File: src/logic/pdg_defs.svh
// Constants of the duty-cycle generator: register indexes, field positions, reset values, timing.
// How it works
// - The duty setting has ten bits of resolution.
// - The duty value is the duty master byte as its upper eight bits over mode control bits 5:4 as its lower two.
// - Duty master bits may be written at any time and reach the duty slave only at a period match.
// - In pulse-width mode software writes to the duty slave register are ignored.
// - The duty slave register and a 2-bit latch double-buffer the duty so a period never glitches.
// - The pin is cleared when slave and latch equal the timer extended by two sub-cycle bits.
// - A duty larger than the period never clears the pin in that period.
// - High time is the duty value times the core clock period times the prescale factor.
// - Prescale factors of 1, 4 or 16 are selectable and scale both period and duty.
`ifndef PDG_DEFS_SVH
`define PDG_DEFS_SVH

// ==========================================================
// Register indexes (byte address is four times the index)
`define PDG_IDX_TIMER 10'h011
`define PDG_IDX_TCTL 10'h012
`define PDG_IDX_MASTER 10'h015
`define PDG_IDX_SLAVE 10'h016
`define PDG_IDX_MODE 10'h017
`define PDG_IDX_PERIOD 10'h092
`define PDG_IDX_STATUS 10'h020

// ==========================================================
// Field positions
`define PDG_TCTL_PS_HI 1
`define PDG_TCTL_PS_LO 0
`define PDG_TCTL_ON 2
`define PDG_TCTL_POST_HI 6
`define PDG_TCTL_POST_LO 3
`define PDG_MODE_DLO_HI 5
`define PDG_MODE_DLO_LO 4
`define PDG_MODE_PWM_HI 3
`define PDG_MODE_PWM_LO 2
`define PDG_MODE_PWM_CODE 2'h3
`define PDG_STAT_MATCH 0

// ==========================================================
// Reset values
`define PDG_RST_TIMER 8'h00
`define PDG_RST_TCTL 7'h00
`define PDG_RST_MASTER 8'h00
`define PDG_RST_SLAVE 8'h00
`define PDG_RST_MODE 6'h00
`define PDG_RST_PERIOD 8'hff

// ==========================================================
// Timing: core clock phases per timer input cycle
`define PDG_Q_PHASES 3'h4

`endif

File: src/logic/pdg_pkg.sv
// Types and shared decode of the duty-cycle generator.
package pdg_pkg;

  typedef enum logic [1:0] {pdg_div1, pdg_div4, pdg_div16} pdg_div_t;

  function automatic pdg_div_t pdg_div_decode(input logic [1:0] sel);
    pdg_div_t d;
    if (sel == 2'h0)
      d = pdg_div1;
    else if (sel == 2'h1)
      d = pdg_div4;
    else
      d = pdg_div16;
    return d;
  endfunction

  function automatic logic [4:0] pdg_div_factor(input pdg_div_t d);
    logic [4:0] f;
    case (d)
      pdg_div1: f = 5'h01;
      pdg_div4: f = 5'h04;
      default: f = 5'h10;
    endcase
    return f;
  endfunction

endpackage

File: src/logic/pdg_prescale.sv
// Phase counter and timer prescaler producing the timer tick and the two sub-cycle bits.
`timescale 1ns/1ps
`include "pdg_defs.svh"
module pdg_prescale
(
  input wire logic core_clk,
  input wire logic srst,
  input wire logic run,
  input wire logic clr,
  input wire pdg_pkg::pdg_div_t div,
  output logic tick,
  output logic [1:0] sub_bits
);
  import pdg_pkg::*;

  logic [1:0] q_phase;
  logic [3:0] pre;
  logic [3:0] pre_top;
  logic q_last;
  logic [3:0] pre_ahead;

  // ==========================================================
  // Decode
  assign q_last = (q_phase == 2'(`PDG_Q_PHASES - 3'h1));
  assign pre_top = (div == pdg_div1) ? 4'h0 : (div == pdg_div4) ? 4'h3 : 4'hf;
  assign tick = run && q_last && (pre == pre_top);
  // Finest steps of the compare: core phases at 1:1, prescaler bits otherwise.
  // They are the bits of the next cycle, as the compare looks one cycle ahead of the pin flop.
  assign pre_ahead = (run && q_last) ? 4'(pre + 4'h1) : pre;
  assign sub_bits = (div == pdg_div1) ? 2'(q_phase + 2'h1) : (div == pdg_div4) ? pre_ahead[1:0] : pre_ahead[3:2];

  // ==========================================================
  // Counters
  always_ff @(posedge core_clk)
  begin
    if (srst)
      q_phase <= 2'h0;
    else
      q_phase <= q_phase + 2'h1;
  end

  always_ff @(posedge core_clk)
  begin
    if (srst || clr)
      pre <= 4'h0;
    else if (tick)
      pre <= 4'h0;
    else if (run && q_last)
      pre <= pre + 4'h1;
  end

endmodule

File: src/logic/pdg_top.sv
// Pulse-width output stage with period timer, double-buffered duty and APB register slave.
//
// Design decision made here: the APB register port.
`timescale 1ns/1ps
`include "pdg_defs.svh"
module pdg_top
(
  input wire logic core_clk,
  input wire logic srst,
  input wire logic psel,
  input wire logic penable,
  input wire logic pwrite,
  input wire logic [11:0] paddr,
  input wire logic [31:0] pwdata,
  output logic [31:0] prdata,
  output logic pready,
  output logic pslverr,
  output logic pulse_output_pin,
  output logic pulse_output_en
);
  import pdg_pkg::*;

  logic [7:0] period_timer_count;
  logic [6:0] period_timer_control;
  logic [7:0] duty_master_high_bits;
  logic [7:0] duty_slave_value;
  logic [5:0] unit_mode_control;
  logic [7:0] period_compare_value;
  logic [1:0] duty_latch;
  logic [3:0] post_cnt;
  logic period_match_flag;
  logic pin;
  logic [31:0] next_prdata;

  logic setup;
  logic access;
  logic wr;
  logic hit_timer;
  logic hit_tctl;
  logic hit_master;
  logic hit_slave;
  logic hit_mode;
  logic hit_period;
  logic hit_status;
  logic hit_any;
  logic wr_timer;
  logic wr_tctl;
  logic wr_master;
  logic wr_slave;
  logic wr_mode;
  logic wr_period;
  logic wr_status;
  logic pwm_mode;
  logic timer_on;
  pdg_div_t div;
  logic tick;
  logic [1:0] sub_bits;
  logic pend;
  logic post_done;
  logic [9:0] duty_next;
  logic [9:0] duty_live;
  logic [9:0] timer_ext;
  logic [7:0] timer_ahead;
  logic match;

  // ==========================================================
  // APB decode
  assign setup = psel && !penable;
  assign access = psel && penable;
  assign wr = access && pwrite;
  assign hit_timer = (paddr == {`PDG_IDX_TIMER, 2'h0});
  assign hit_tctl = (paddr == {`PDG_IDX_TCTL, 2'h0});
  assign hit_master = (paddr == {`PDG_IDX_MASTER, 2'h0});
  assign hit_slave = (paddr == {`PDG_IDX_SLAVE, 2'h0});
  assign hit_mode = (paddr == {`PDG_IDX_MODE, 2'h0});
  assign hit_period = (paddr == {`PDG_IDX_PERIOD, 2'h0});
  assign hit_status = (paddr == {`PDG_IDX_STATUS, 2'h0});
  assign hit_any = hit_timer || hit_tctl || hit_master || hit_slave || hit_mode || hit_period || hit_status;
  assign wr_timer = wr && hit_timer;
  assign wr_tctl = wr && hit_tctl;
  assign wr_master = wr && hit_master;
  assign wr_slave = wr && hit_slave;
  assign wr_mode = wr && hit_mode;
  assign wr_period = wr && hit_period;
  assign wr_status = wr && hit_status;
  // Zero wait states: every access completes in its first access cycle
  assign pready = 1'b1;
  assign pslverr = access && !hit_any;

  always_comb
  begin
    next_prdata = 32'h0000_0000;
    if (hit_timer)
      next_prdata = {24'h00_0000, period_timer_count};
    else if (hit_tctl)
      next_prdata = {25'h000_0000, period_timer_control};
    else if (hit_master)
      next_prdata = {24'h00_0000, duty_master_high_bits};
    else if (hit_slave)
      next_prdata = {24'h00_0000, duty_slave_value};
    else if (hit_mode)
      next_prdata = {26'h000_0000, unit_mode_control};
    else if (hit_period)
      next_prdata = {24'h00_0000, period_compare_value};
    else if (hit_status)
      next_prdata = {31'h0000_0000, period_match_flag};
  end

  // Read data is captured in the setup cycle so it is a flop during access
  always_ff @(posedge core_clk)
  begin
    if (srst)
      prdata <= 32'h0000_0000;
    else if (setup && !pwrite)
      prdata <= next_prdata;
  end

  // ==========================================================
  // Control decode
  assign pwm_mode = (unit_mode_control[`PDG_MODE_PWM_HI:`PDG_MODE_PWM_LO] == `PDG_MODE_PWM_CODE);
  assign timer_on = period_timer_control[`PDG_TCTL_ON];
  assign div = pdg_div_decode(period_timer_control[`PDG_TCTL_PS_HI:`PDG_TCTL_PS_LO]);
  assign duty_next = {duty_master_high_bits, unit_mode_control[`PDG_MODE_DLO_HI:`PDG_MODE_DLO_LO]};
  assign duty_live = {duty_slave_value, duty_latch};
  // The pin is a flop: compare against the next cycle's timer so the pin falls as the match begins
  assign timer_ahead = tick ? 8'(period_timer_count + 8'h01) : period_timer_count;
  assign timer_ext = {timer_ahead, sub_bits};
  assign pend = tick && (period_timer_count == period_compare_value);
  assign match = (duty_live == timer_ext);
  assign post_done = pend && (post_cnt == period_timer_control[`PDG_TCTL_POST_HI:`PDG_TCTL_POST_LO]);
  assign pulse_output_pin = pin;
  assign pulse_output_en = pwm_mode;

  // ==========================================================
  // Prescaler; a write to the timer restarts it
  pdg_prescale u_prescale
  (
    .core_clk(core_clk),
    .srst(srst),
    .run(timer_on),
    .clr(wr_timer),
    .div(div),
    .tick(tick),
    .sub_bits(sub_bits)
  );

  // ==========================================================
  // Registers
  always_ff @(posedge core_clk)
  begin
    if (srst)
      period_timer_count <= `PDG_RST_TIMER;
    else if (wr_timer)
      period_timer_count <= pwdata[7:0];
    else if (pend)
      period_timer_count <= 8'h00;
    else if (tick)
      period_timer_count <= period_timer_count + 8'h01;
  end

  always_ff @(posedge core_clk)
  begin
    if (srst)
    begin
      period_timer_control <= `PDG_RST_TCTL;
      duty_master_high_bits <= `PDG_RST_MASTER;
      unit_mode_control <= `PDG_RST_MODE;
      period_compare_value <= `PDG_RST_PERIOD;
    end
    else
    begin
      if (wr_tctl)
        period_timer_control <= pwdata[6:0];
      if (wr_master)
        duty_master_high_bits <= pwdata[7:0];
      if (wr_mode)
        unit_mode_control <= pwdata[5:0];
      if (wr_period)
        period_compare_value <= pwdata[7:0];
    end
  end

  // In pulse-width mode slave and latch change only at a period end, so a period never sees a half-updated duty
  always_ff @(posedge core_clk)
  begin
    if (srst)
      duty_slave_value <= `PDG_RST_SLAVE;
    else if (pwm_mode && pend)
      duty_slave_value <= duty_master_high_bits;
    else if (wr_slave && !pwm_mode)
      duty_slave_value <= pwdata[7:0];
  end

  always_ff @(posedge core_clk)
  begin
    if (srst)
      duty_latch <= 2'h0;
    else if (pwm_mode && pend)
      duty_latch <= unit_mode_control[`PDG_MODE_DLO_HI:`PDG_MODE_DLO_LO];
  end

  // Period end outranks the compare so a duty equal to the whole period still keeps the pin high
  always_ff @(posedge core_clk)
  begin
    if (srst)
      pin <= 1'b0;
    else if (!pwm_mode)
      pin <= 1'b0;
    else if (pend)
      pin <= (duty_next != 10'h000);
    else if (match)
      pin <= 1'b0;
  end

  // Postscaler and sticky match flag; a new match wins over a clear in the same cycle
  always_ff @(posedge core_clk)
  begin
    if (srst || wr_tctl)
      post_cnt <= 4'h0;
    else if (post_done)
      post_cnt <= 4'h0;
    else if (pend)
      post_cnt <= post_cnt + 4'h1;
  end

  always_ff @(posedge core_clk)
  begin
    if (srst)
      period_match_flag <= 1'b0;
    else if (post_done)
      period_match_flag <= 1'b1;
    else if (wr_status && !pwdata[`PDG_STAT_MATCH])
      period_match_flag <= 1'b0;
  end

  logic [6:0] gap_cnt;
  logic tick_seen;
  logic cfg_dirty;
  logic [14:0] hi_cnt;
  logic hi_clean;
  logic [6:0] gap_expect;
  logic [14:0] hi_expect;
  logic any_wr;

  assign any_wr = wr;
  assign gap_expect = 7'({pdg_div_factor(div), 2'h0} - 7'h01);
  assign hi_expect = 15'(duty_live * pdg_div_factor(div));

  always_ff @(posedge core_clk)
  begin
    if (srst || tick)
      gap_cnt <= 7'h00;
    else
      gap_cnt <= gap_cnt + 7'h01;
  end

  always_ff @(posedge core_clk)
  begin
    if (srst)
      tick_seen <= 1'b0;
    else if (tick)
      tick_seen <= 1'b1;
  end

  always_ff @(posedge core_clk)
  begin
    if (srst)
      cfg_dirty <= 1'b1;
    else if (wr_tctl || wr_timer)
      cfg_dirty <= 1'b1;
    else if (tick)
      cfg_dirty <= 1'b0;
  end

  always_ff @(posedge core_clk)
  begin
    if (srst || !pin)
      hi_cnt <= 15'h0000;
    else
      hi_cnt <= hi_cnt + 15'h0001;
  end

  always_ff @(posedge core_clk)
  begin
    if (srst || any_wr)
      hi_clean <= 1'b0;
    else if (pwm_mode && pend)
      hi_clean <= 1'b1;
  end
endmodule

File: config.mk
export PLATFORM = sky130hd
export DESIGN_NAME = pdg_top
export DESIGN_NICKNAME = d
export VERILOG_FILES = /design/src/logic/pdg_pkg.sv /design/src/logic/pdg_prescale.sv /design/src/logic/pdg_top.sv
export VERILOG_INCLUDE_DIRS = /design/src /design/src/logic
export SDC_FILE = /design/constraint.sdc
export NUM_CORES = 1
export LEC_CHECK = 0
export ABC_AREA = 0
export BUFFER_PORTS_ARGS = -buffer_cell sky130_fd_sc_hd__buf_2
export CAP_MARGIN = 30
export CORE_AREA = 2 2 90 92
export CTS_CLUSTER_SIZE = 25
export DETAILED_ROUTE_END_ITERATION = 8
export DIE_AREA = 0 0 92 94
export GPL_ROUTABILITY_DRIVEN = 0
export PLACE_DENSITY_LB_ADDON = 0.12
export SLEW_MARGIN = 20
export SYNTH_ARGS = -nofsm -noshare
export SYNTH_HDL_FRONTEND = slang
export SYNTH_SLANG_ARGS = --single-unit
File: constraint.sdc
create_clock -name core_clk -period 5.4 [get_ports core_clk]
set_clock_uncertainty 0.05 [all_clocks]
set_input_delay 0.54 -clock core_clk [delete_from_list [all_inputs] [get_ports core_clk]]
set_output_delay 0.54 -clock core_clk [all_outputs]
set_load 0.05 [all_outputs]
==> flow_summary.toml, run 1 <==
[synth]
synth-edff-count = 0
syn_area_um2 = 4100
ys_types = 66
yosys.area.top_type = "dfxtp_1"
yosys.area_share.adder_pct = 1.22
yosysWarnings = 0
synth-simple-area-share_pct = 23.7
synthArstFlopShare_pct = 0
synth_seq_cells = 67
synthXorXnorAreaFrac_pct = 7.26
synth_top_family_by_area = "simple AND/OR/NAND/NOR gates"
syn_area_per_cell_um2 = 8.29
syn-instance-count = 495
synthMuxAreaShare_pct = 5.37
synthDominantCellAreaShare_pct = 32.7
synth_compound_area_share_pct = 20.6
yosysMostFrequentCell = "dfxtp_1"
yosysSeqAreaShare_pct = 32.7
synth_top_cells_by_count = "67 x dfxtp_1, 58 x nor2_1, 34 x a21oi_1, 34 x nand2_1"
synth_area_leaders = "dfxtp_1 33%, mux2i_1 5.4%, nor2_1 5.3%, buf_4 4.9%, a22oi_1 4.8%"
yosys_most_used_dff = "dfxtp_1"

[timing]
post-route-min-period_ps = 3150
maxSlewViolCount = 0
slew-limit-headroom_pct = 46.4
post-route-period-util_pct = 58.3
tns_ps = 0
setup_viol_count_final = 0
max_freq_ghz = 0.318
hold_violations = 0
fin_ws_ps = 2250
rsz0062_at_grt = "false"
worst_pin_slew_ps = 803

[global_routing]
grt_overflow = 0
grt_use_total_pct = 27.1
grt_max_degree = 61
antenna_found_initial = 0
grt_pass1_wl_mm = 18.1
grt_pass1_vias = 3381

[clock_network]
clk_latency_ps = 350
cts.path.max_buffers = 2
postCtsSetupRepairBufs = 0
htreeDepth = 3
holdBufCountCts = 0
cts_made_buffers = 9
root_buffer = "clkbuf_8"
cts_resized = 0
clkTransAtPathRegs_ps = 80
tritoncts = "done"
cts.sinks = 67

[worst_setup_path]
critPathArrivalTime_ps = 2560
path_class = "input port to output pin"
worstSetupStartpointType = "input port"
critPathMaxFanout = 17
cp.required_ps = 4810
cp-end-kind = "output pin"
reg2reg_depth = 7

[final_layout]
num_antenna_cells = 0
area_growth_pct = 7.75
multi_input_area_um2 = 2480
layout-drive-gt1-share_pct = 14.9
fill_cells = 707
regArea_um2 = 1340
nets = 566

[floorplan]
dieArea_um2 = 8650
rows = 32
dieWidth_um = 92
initial_core_util_pct = 53.9
io_pins = 85
coreArea_um2 = 7610
die_h_um = 94

[run]
drv_cap = 0

[routing]
via_per_inst = 6.04
post_drt_wl_per_cell_um = 18.3
drc = 0
firstDrtPassIters = 5
wl_mm = 11.4
vias = 3745
ant_nets = 0
drt_iter0_markers = 323

[hold_path]
whs_path_depth = 1
hp-class = "register to register"

[power_and_ir_drop]
peakVddDrop_uv = 179
leakagePower_uw = 0.00173
p_per_area_nw_per_um2 = 255

[placed_design]
pre_cts_ws_ps = 2280
dp_hpwl_mm = 8.14
io_buffers = 35

[outcome]
status = "finished, final reports clean"
[cells in the final DEF (no fill, tap or decap), drive strengths merged, types with 5 or more instances in the layout]
cell	Yosys	layout
nor3	8	8
nand2	36	36
xor2	14	14
a22oi	26	26
a21oi	35	35
nor2	60	60
nand4	5	5
and3	16	16
a211o	7	7
buf	39	38
nor4	8	8
nand3	20	20
mux2i	22	22
dfxtp	67	67
o21ai	29	29
clkbuf	15	9
conb	2	25
inv	8	8
o2111ai	7	7
xnor2	20	20
[per-layer routing]
layer | track usage (%) | share of wire (%) | up-vias
met5 | 0 | 0 | -
met4 | 11.4 | 2.6 | 0
met3 | 3.77 | 7.5 | 24
met2 | 40.6 | 44 | 155
met1 | 39.2 | 46 | 1791
li1 | - | - | 1775
[registers in the layout, summed over array words and instances (netlist names)]
name	flops
duty_master_high_bits	8
duty_slave_value	8
period_compare_value	8
period_timer_count	8
prdata	8
period_timer_control	7
unit_mode_control	6
post_cnt	4
u_prescale.pre	4
duty_latch	2
u_prescale.q_phase	2
period_match_flag	1
pulse_output_pin	1
[worst max-delay path, stage by stage]
cell	delay, ps
buf_2	120
or3b_1	410
nor2_2	470
and3_1	660
nor4b_1	110
buf_2	240
[stage by stage]
stage                     power (µW)  util (%)  instances  cell area (µm²)  hold slack (ps)
after floorplan                  610         -        518             4190              367
after global placement           624      55.0        604             4180              385
after detailed placement         625      55.0        604             4180              392
after CTS                       1130      58.1        620             4420              408
after global routing            1160      58.1        620             4420              435
final                           1130      58.1        620             4420              404
[power breakdown]
| group | switching (µW) | internal [µW] |
|---|---|---|
| clock | 206 | 306 |
| sequential | 4.03 | 498 |
| combinational | 89.2 | 23.5 |
| total | 299 | 827 |
[layout make-up]
class | count | area share, %
Multi-Input combinational cell | 389 | 56.2
Sequential cell | 67 | 30.3
Timing Repair Buffer | 38 | 4.47
Tap cell | 102 | 2.89
Clock buffer | 9 | 2.80
Clock inverter | 7 | 2.63
Inverter | 8 | 0.679
[logic make-up (layout without fill, tap and decap cells)]
kind of cell / after synthesis / in the layout
adder cells (fa/ha/maj): 4 / 4
other: 2 / 25
AND/OR/NAND/NOR: 178 / 178
buffers and inverters: 62 / 62
AO/OA/AOI/OAI: 126 / 126
XOR/XNOR: 34 / 34
flip-flops: 67 / 67
multiplexers: 22 / 22
[final timing paths]
check	startpoint	end	slack, ps
worst max-delay path	paddr[3]	pslverr	2250
worst min-delay path	u_prescale.q_phase[0]$_SDFF_PP0_	u_prescale.q_phase[0]$_SDFF_PP0_	400
worst max register to register	period_timer_control[0]$_SDFFE_PP0P_	duty_slave_value[1]$_SDFFE_PP0P_	2830
worst min register to register	u_prescale.q_phase[0]$_SDFF_PP0_	u_prescale.q_phase[0]$_SDFF_PP0_	400
Power figures use the tool's default switching activity.
==> run 2: changes to the inputs <==
Settings changed: ABC_AREA 0 to 1, CORE_AREA 2 2 90 92 to 2 2 93 95, DIE_AREA 0 0 92 94 to 0 0 95 97.
Clock period 5.4 ns to 2.7 ns, I/O delays scaled along.
==> flow_summary.toml, run 2 <==
[clock_network]
cts.sinks = 67
root_buffer = "clkbuf_8"
cts.path.max_buffers = 2
htreeDepth = 3
tritoncts = "done"
postCtsSetupRepairBufs = 0
holdBufCountCts = 0
cts_resized = 0
clkTransAtPathRegs_ps = 70
clk_latency_ps = 360
cts_made_buffers = 9

[synth]
syn_area_um2 = 4030
synth_seq_cells = 67
yosysMostFrequentCell = "nand2_1"
synth-edff-count = 0
yosys.area_share.adder_pct = 1.24
yosys.area.top_type = "dfxtp_1"
synth_top_family_by_area = "simple AND/OR/NAND/NOR gates"
yosysSeqAreaShare_pct = 33.3
synthXorXnorAreaFrac_pct = 2.18
syn_area_per_cell_um2 = 6.39
synthArstFlopShare_pct = 0
yosys_most_used_dff = "dfxtp_1"
syn-instance-count = 630
synth_compound_area_share_pct = 17.1
ys_types = 37
synth_area_leaders = "dfxtp_1 33%, nand2_1 13%, inv_1 7.7%, nor2_1 7.5%, o21ai_0 7.2%"
yosysWarnings = 0
synth-simple-area-share_pct = 31.5
synthDominantCellAreaShare_pct = 33.3
synth_top_cells_by_count = "137 x nand2_1, 83 x inv_1, 80 x nor2_1"
synthMuxAreaShare_pct = 0

[global_routing]
grt_pass1_vias = 3890
grt_use_met2_pct = 39.4
grt_overflow = 0
antenna_found_initial = 0
grt_use_total_pct = 26.3
grt_pass1_wl_mm = 18.8
grt_use_met3_pct = 5.30
grt_util_met1_pct = 35.0
grt_busiest_layer = "met2"
grt_max_degree = 28

[timing]
fin_ws_ps = 361
post-route-period-util_pct = 86.6
tns_ps = 0
slew-limit-headroom_pct = 46.6
rsz0062_at_grt = "false"
maxSlewViolCount = 0
whs_ps = 162
worst_pin_slew_ps = 801
setup_viol_count_final = 0
max_freq_ghz = 0.428
post-route-min-period_ps = 2340
hold_violations = 0

[floorplan]
initial_core_util_pct = 49.5
dieArea_um2 = 9220
die_h_um = 97
dieWidth_um = 95
rows = 33
coreArea_um2 = 8130
io_pins = 85

[hold_path]
hp-class = "input port to register"

[final_layout]
num_antenna_cells = 0
fin_cells = 778
area_growth_pct = 10.7
layout-drive-gt1-share_pct = 11.0
fill_cells = 823
nets = 721
final_cell_mix = "137 x nand2_1, 83 x inv_1, 80 x nor2_1"
layout_commonest_cell = "nand2_1"

[power_and_ir_drop]
p_per_area_nw_per_um2 = 467
peakVddDrop_uv = 231
leakagePower_uw = 0.00214

[routing]
firstDrtPassIters = 5
via_per_inst = 5.40
wl_mm = 11.6
ant_nets = 0
drc = 0
post_drt_wl_per_cell_um = 14.9
vias = 4199
drt_iter0_markers = 278

[placed_design]
dp_hpwl_mm = 8.84
pre_cts_ws_ps = 418
io_buffers = 35
dp.cells = 762

[worst_setup_path]
crit_chain = "ha_1 -> nand2_1 -> inv_1 -> nand3_1 -> nor2_4 -> nand2_1 -> o21ai_2 -> inv_1 -> a22oi_1 -> nor2_1"
path_buf_inv = 2
worstSetupStartpointType = "register"
path_class = "register to register"
crit_slowest_cell = "dfxtp_1"
cp-end-kind = "register"
reg2reg_slack_ps = 360
cp_top_family = "simple AND/OR/NAND/NOR gates"
cp.required_ps = 2890
critPathArrivalTime_ps = 2530
critPathMaxFanout = 11
cp_slowest_stage_delay_ps = 360

[outcome]
status = "finished, final reports clean"

[run]
drv_cap = 0
-- run 2: cell types whose count changed in the layout (fill, tap and decap cells not counted), moves of 11 or more --
cell     previous run  this run
a22oi_1            26         1
and3_1             13         0
inv_1               8        83
mux2i_1            22         0
nand2_1            34       137
nand3_1            18        38
nor2_1             58        80
nor3_1              4        15
o21ai_0            27        58
xnor2_1            20         6
-- run 2: kinds of logic (layout without fill, tap and decap cells) --
logic type                 count (synthesis)  after routing
AOI/OAI and AO/OA                        122            122
and+or+nand+nor                          298            298
other                                      2             25
buffers and inverters                    127            147
DFF                                       67             67
xor gates and xnor gates                  10             10
adders and majority gates                  4              4
-- run 2: per-layer routing --
metal  vias up  routed length (µm)  share of wire [%]
met5         -                   0                  0
met4         0                 497                4.3
met3        38                 932                8.1
met2       191                5060                 44
met1      1890                5070                 44
li1       2080                   -                  -
-- run 2: cell type report --
type / count / area (µm²) / area share [%]
Clock buffer: 12 / 165 / 3.71
Clock inverter: 4 / 47.5 / 1.07
Inverter: 85 / 319 / 7.16
Multi-Input combinational cell: 459 / 2190 / 49.2
Sequential cell: 67 / 1340 / 30.1
Tap cell: 105 / 131 / 2.95
Timing Repair Buffer: 46 / 258 / 5.78
-- run 2: worst paths after layout --
kind | end | from | depth (start not counted)
worst max register to register | period_timer_count[6]$_SDFF_PP0_ | u_prescale.q_phase[0]$_SDFF_PP0_ | 10
worst min-delay path | period_timer_count[7]$_SDFF_PP0_ | pwdata[7] | 3
worst min register to register | u_prescale.q_phase[0]$_SDFF_PP0_ | u_prescale.q_phase[0]$_SDFF_PP0_ | 1
worst max-delay path | period_timer_count[6]$_SDFF_PP0_ | u_prescale.q_phase[0]$_SDFF_PP0_ | 10
-- run 2: through the flow --
| step | total power, µW | instance area (µm²) | utilization, % |
|---|---|---|---|
| 2_1_floorplan | 1180 | 4120 | - |
| 6_report | 2080 | 4460 | 54.8 |
| 5_1_grt | 2150 | 4460 | 54.8 |
| 3_5_place_dp | 1200 | 4240 | 52.2 |
| 4_1_cts | 2090 | 4460 | 54.8 |
| 3_3_place_gp | 1190 | 4240 | 52.2 |
-- run 2: power breakdown --
group / internal [µW] / total (µW) / switching (µW) / leakage [µW]
Combinational: 34.7 / 183 / 148 / 0.00149
Clock: 499 / 905 / 406 / 0.000108
Sequential: 991 / 993 / 1.91 / 0.000540
Total: 1520 / 2080 / 557 / 0.00214
-- run 2: worst reg2reg max path: stages (launching register included) --
cell	delay (ps)
dfxtp_1	360
ha_1	160
nand2_1	130
inv_1	190
nand3_1	150
nor2_4	120
nand2_1	350
o21ai_2	320
inv_1	160
a22oi_1	180
nor2_1	50
==> run 3: changes to the inputs <==
Settings changed: ABC_AREA 1 to unset, CORE_AREA 2 2 93 95 to 2 2 94 96, DIE_AREA 0 0 95 97 to 0 0 96 98.
==> flow_summary.toml, run 3 (synthesis results as in run 1) <==
[clock_network]
cts_resized = 0
root_buffer = "clkbuf_8"
cts.path.max_buffers = 2
cts.sinks = 67
postCtsSetupRepairBufs = 0
htreeDepth = 3
cts_made_buffers = 9
clk_latency_ps = 350
holdBufCountCts = 0
clkTransAtPathRegs_ps = 90
tritoncts = "done"

[routing]
drc = 0
wl_mm = 11.8
via_per_inst = 5.91
drt_iter0_markers = 262
post_drt_wl_per_cell_um = 18.4
vias = 3768
firstDrtPassIters = 5
ant_nets = 0

[timing]
worst_pin_slew_ps = 556
whs_ps = 165
setup_viol_count_final = 0
tns_ps = 0
post-route-period-util_pct = 87.2
max_freq_ghz = 0.425
hold_violations = 0
slew-limit-headroom_pct = 62.9
post-route-min-period_ps = 2350
rsz0062_at_grt = "false"
maxSlewViolCount = 0

[global_routing]
grt_pass1_vias = 3433
grt_pass1_wl_mm = 18.7
antenna_found_initial = 0
grt_max_degree = 30
grt_overflow = 0
grt_use_total_pct = 25.7

[worst_setup_path]
reg2reg_slack_ps = 350
crit_slowest_cell = "dfxtp_1"
critPathArrivalTime_ps = 2520
cp.required_ps = 2870
crit_chain = "and3_1 -> o21ai_2 -> a21o_1 -> nor3_4 -> nor2_1 -> a22oi_1 -> nor2_1"
cp_slowest_stage_delay_ps = 540
critPathMaxFanout = 9
path_common_cell = "nor2_1"
cp-end-kind = "register"
path_class = "register to register"
path_buf_inv = 0
rr_endpoint = "period_timer_count[5]$_SDFF_PP0_"
cp_top_family = "simple AND/OR/NAND/NOR gates"
reg2reg_depth = 7
path_depth = 7
worstReg2RegStart = "period_timer_control[0]$_SDFFE_PP0P_"
worstSetupStartpointType = "register"

[floorplan]
die_h_um = 98
rows = 34
dieWidth_um = 96
dieArea_um2 = 9410
initial_core_util_pct = 48.5
coreArea_um2 = 8470
io_pins = 85

[run]
drv_cap = 0

[power_and_ir_drop]
comb_power_share_pct = 11.2
p_int_uw = 1490
peakVddDrop_uv = 241
p_seq_share_pct = 46.8
p_per_area_nw_per_um2 = 476
leakagePower_uw = 0.00178
p_switching_uw = 648
p_sw_share_pct = 30.3
power_frac_clock_pct = 42.0

[final_layout]
num_antenna_cells = 0
layout-drive-gt1-share_pct = 17.0
layout_commonest_cell = "dfxtp_1"
utilization_pct = 53.1
final_cell_mix = "67 x dfxtp_1, 58 x nor2_1, 35 x buf_2"
area_growth_pct = 9.48
nets = 578

[hold_path]
whs_path_depth = 3
min-delay-start = "pwdata[7]"
hp-class = "input port to register"
min_to = "period_compare_value[7]$_SDFFE_PP1P_"

[placed_design]
io_buffers = 35
dp_hpwl_mm = 8.68

[outcome]
status = "finished, final reports clean"
run 3: changes by cell type in the layout (fill, tap and decap cells not counted), sizes merged, moves of 16 or more:
cell / previous run / this run
nand3: 38 / 20
and3: 0 / 16
nor2: 82 / 60
a22oi: 1 / 26
o21ai: 61 / 29
inv: 85 / 11
nand2: 137 / 36
mux2i: 0 / 22
run 3: worst max-delay path by stage:
stage                                                    start                               end  slack, ps
final                     period_timer_control[0]$_SDFFE_PP0P_  period_timer_count[5]$_SDFF_PP0_        350
after global routing      period_timer_control[0]$_SDFFE_PP0P_  period_timer_count[3]$_SDFF_PP0_        220
after CTS                 period_timer_control[0]$_SDFFE_PP0P_  period_timer_count[5]$_SDFF_PP0_        350
after detailed placement  period_timer_control[0]$_SDFFE_PP0P_  period_timer_count[3]$_SDFF_PP0_        370
after global placement    period_timer_control[0]$_SDFFE_PP0P_  period_timer_count[6]$_SDFF_PP0_        430
after floorplan                                       paddr[3]                           pslverr        400
run 3: cell type report:
cell class	instances	area (µm²)
fill	842	3970
tap	108	135
sequential	67	1340
clock buffer	9	124
inverter	8	30.0
timing repair buffer	50	288
multi-input combinational	389	2490
clock inverter	7	83.8
run 3: layer usage:
layer  up-vias  wire [µm]  track usage (%)
met4         0        240             8.24
met5         -          0                0
met1      1804       5280             37.6
met3        20        747             3.47
li1       1793          -                -
met2       151       5480             38.9
run 3: stage by stage:
| step | std cells | total power, µW | worst slack [ps] | instance area, µm² |
|---|---|---|---|---|
| 2_1_floorplan | 518 | 1220 | 399 | 4200 |
| 3_3_place_gp | 622 | 1260 | 432 | 4280 |
| 3_5_place_dp | 622 | 1260 | 369 | 4280 |
| 4_1_cts | 638 | 2140 | 350 | 4490 |
| 5_1_grt | 638 | 2210 | 218 | 4490 |
| 6_report | 638 | 2140 | 347 | 4490 |
run 3: worst min-delay path: stages:
cell     delay [ps]
buf_2           130
mux2i_1          80
nand2_1          60
run 3: power by group through the flow:
stage,clock network (µW),logic (µW),registers (µW)
4_1_cts,902,237,1000
3_5_place_dp,0,236,1020
6_report,898,239,1000
3_3_place_gp,0,235,1020
2_1_floorplan,0,181,1040
5_1_grt,954,255,1000
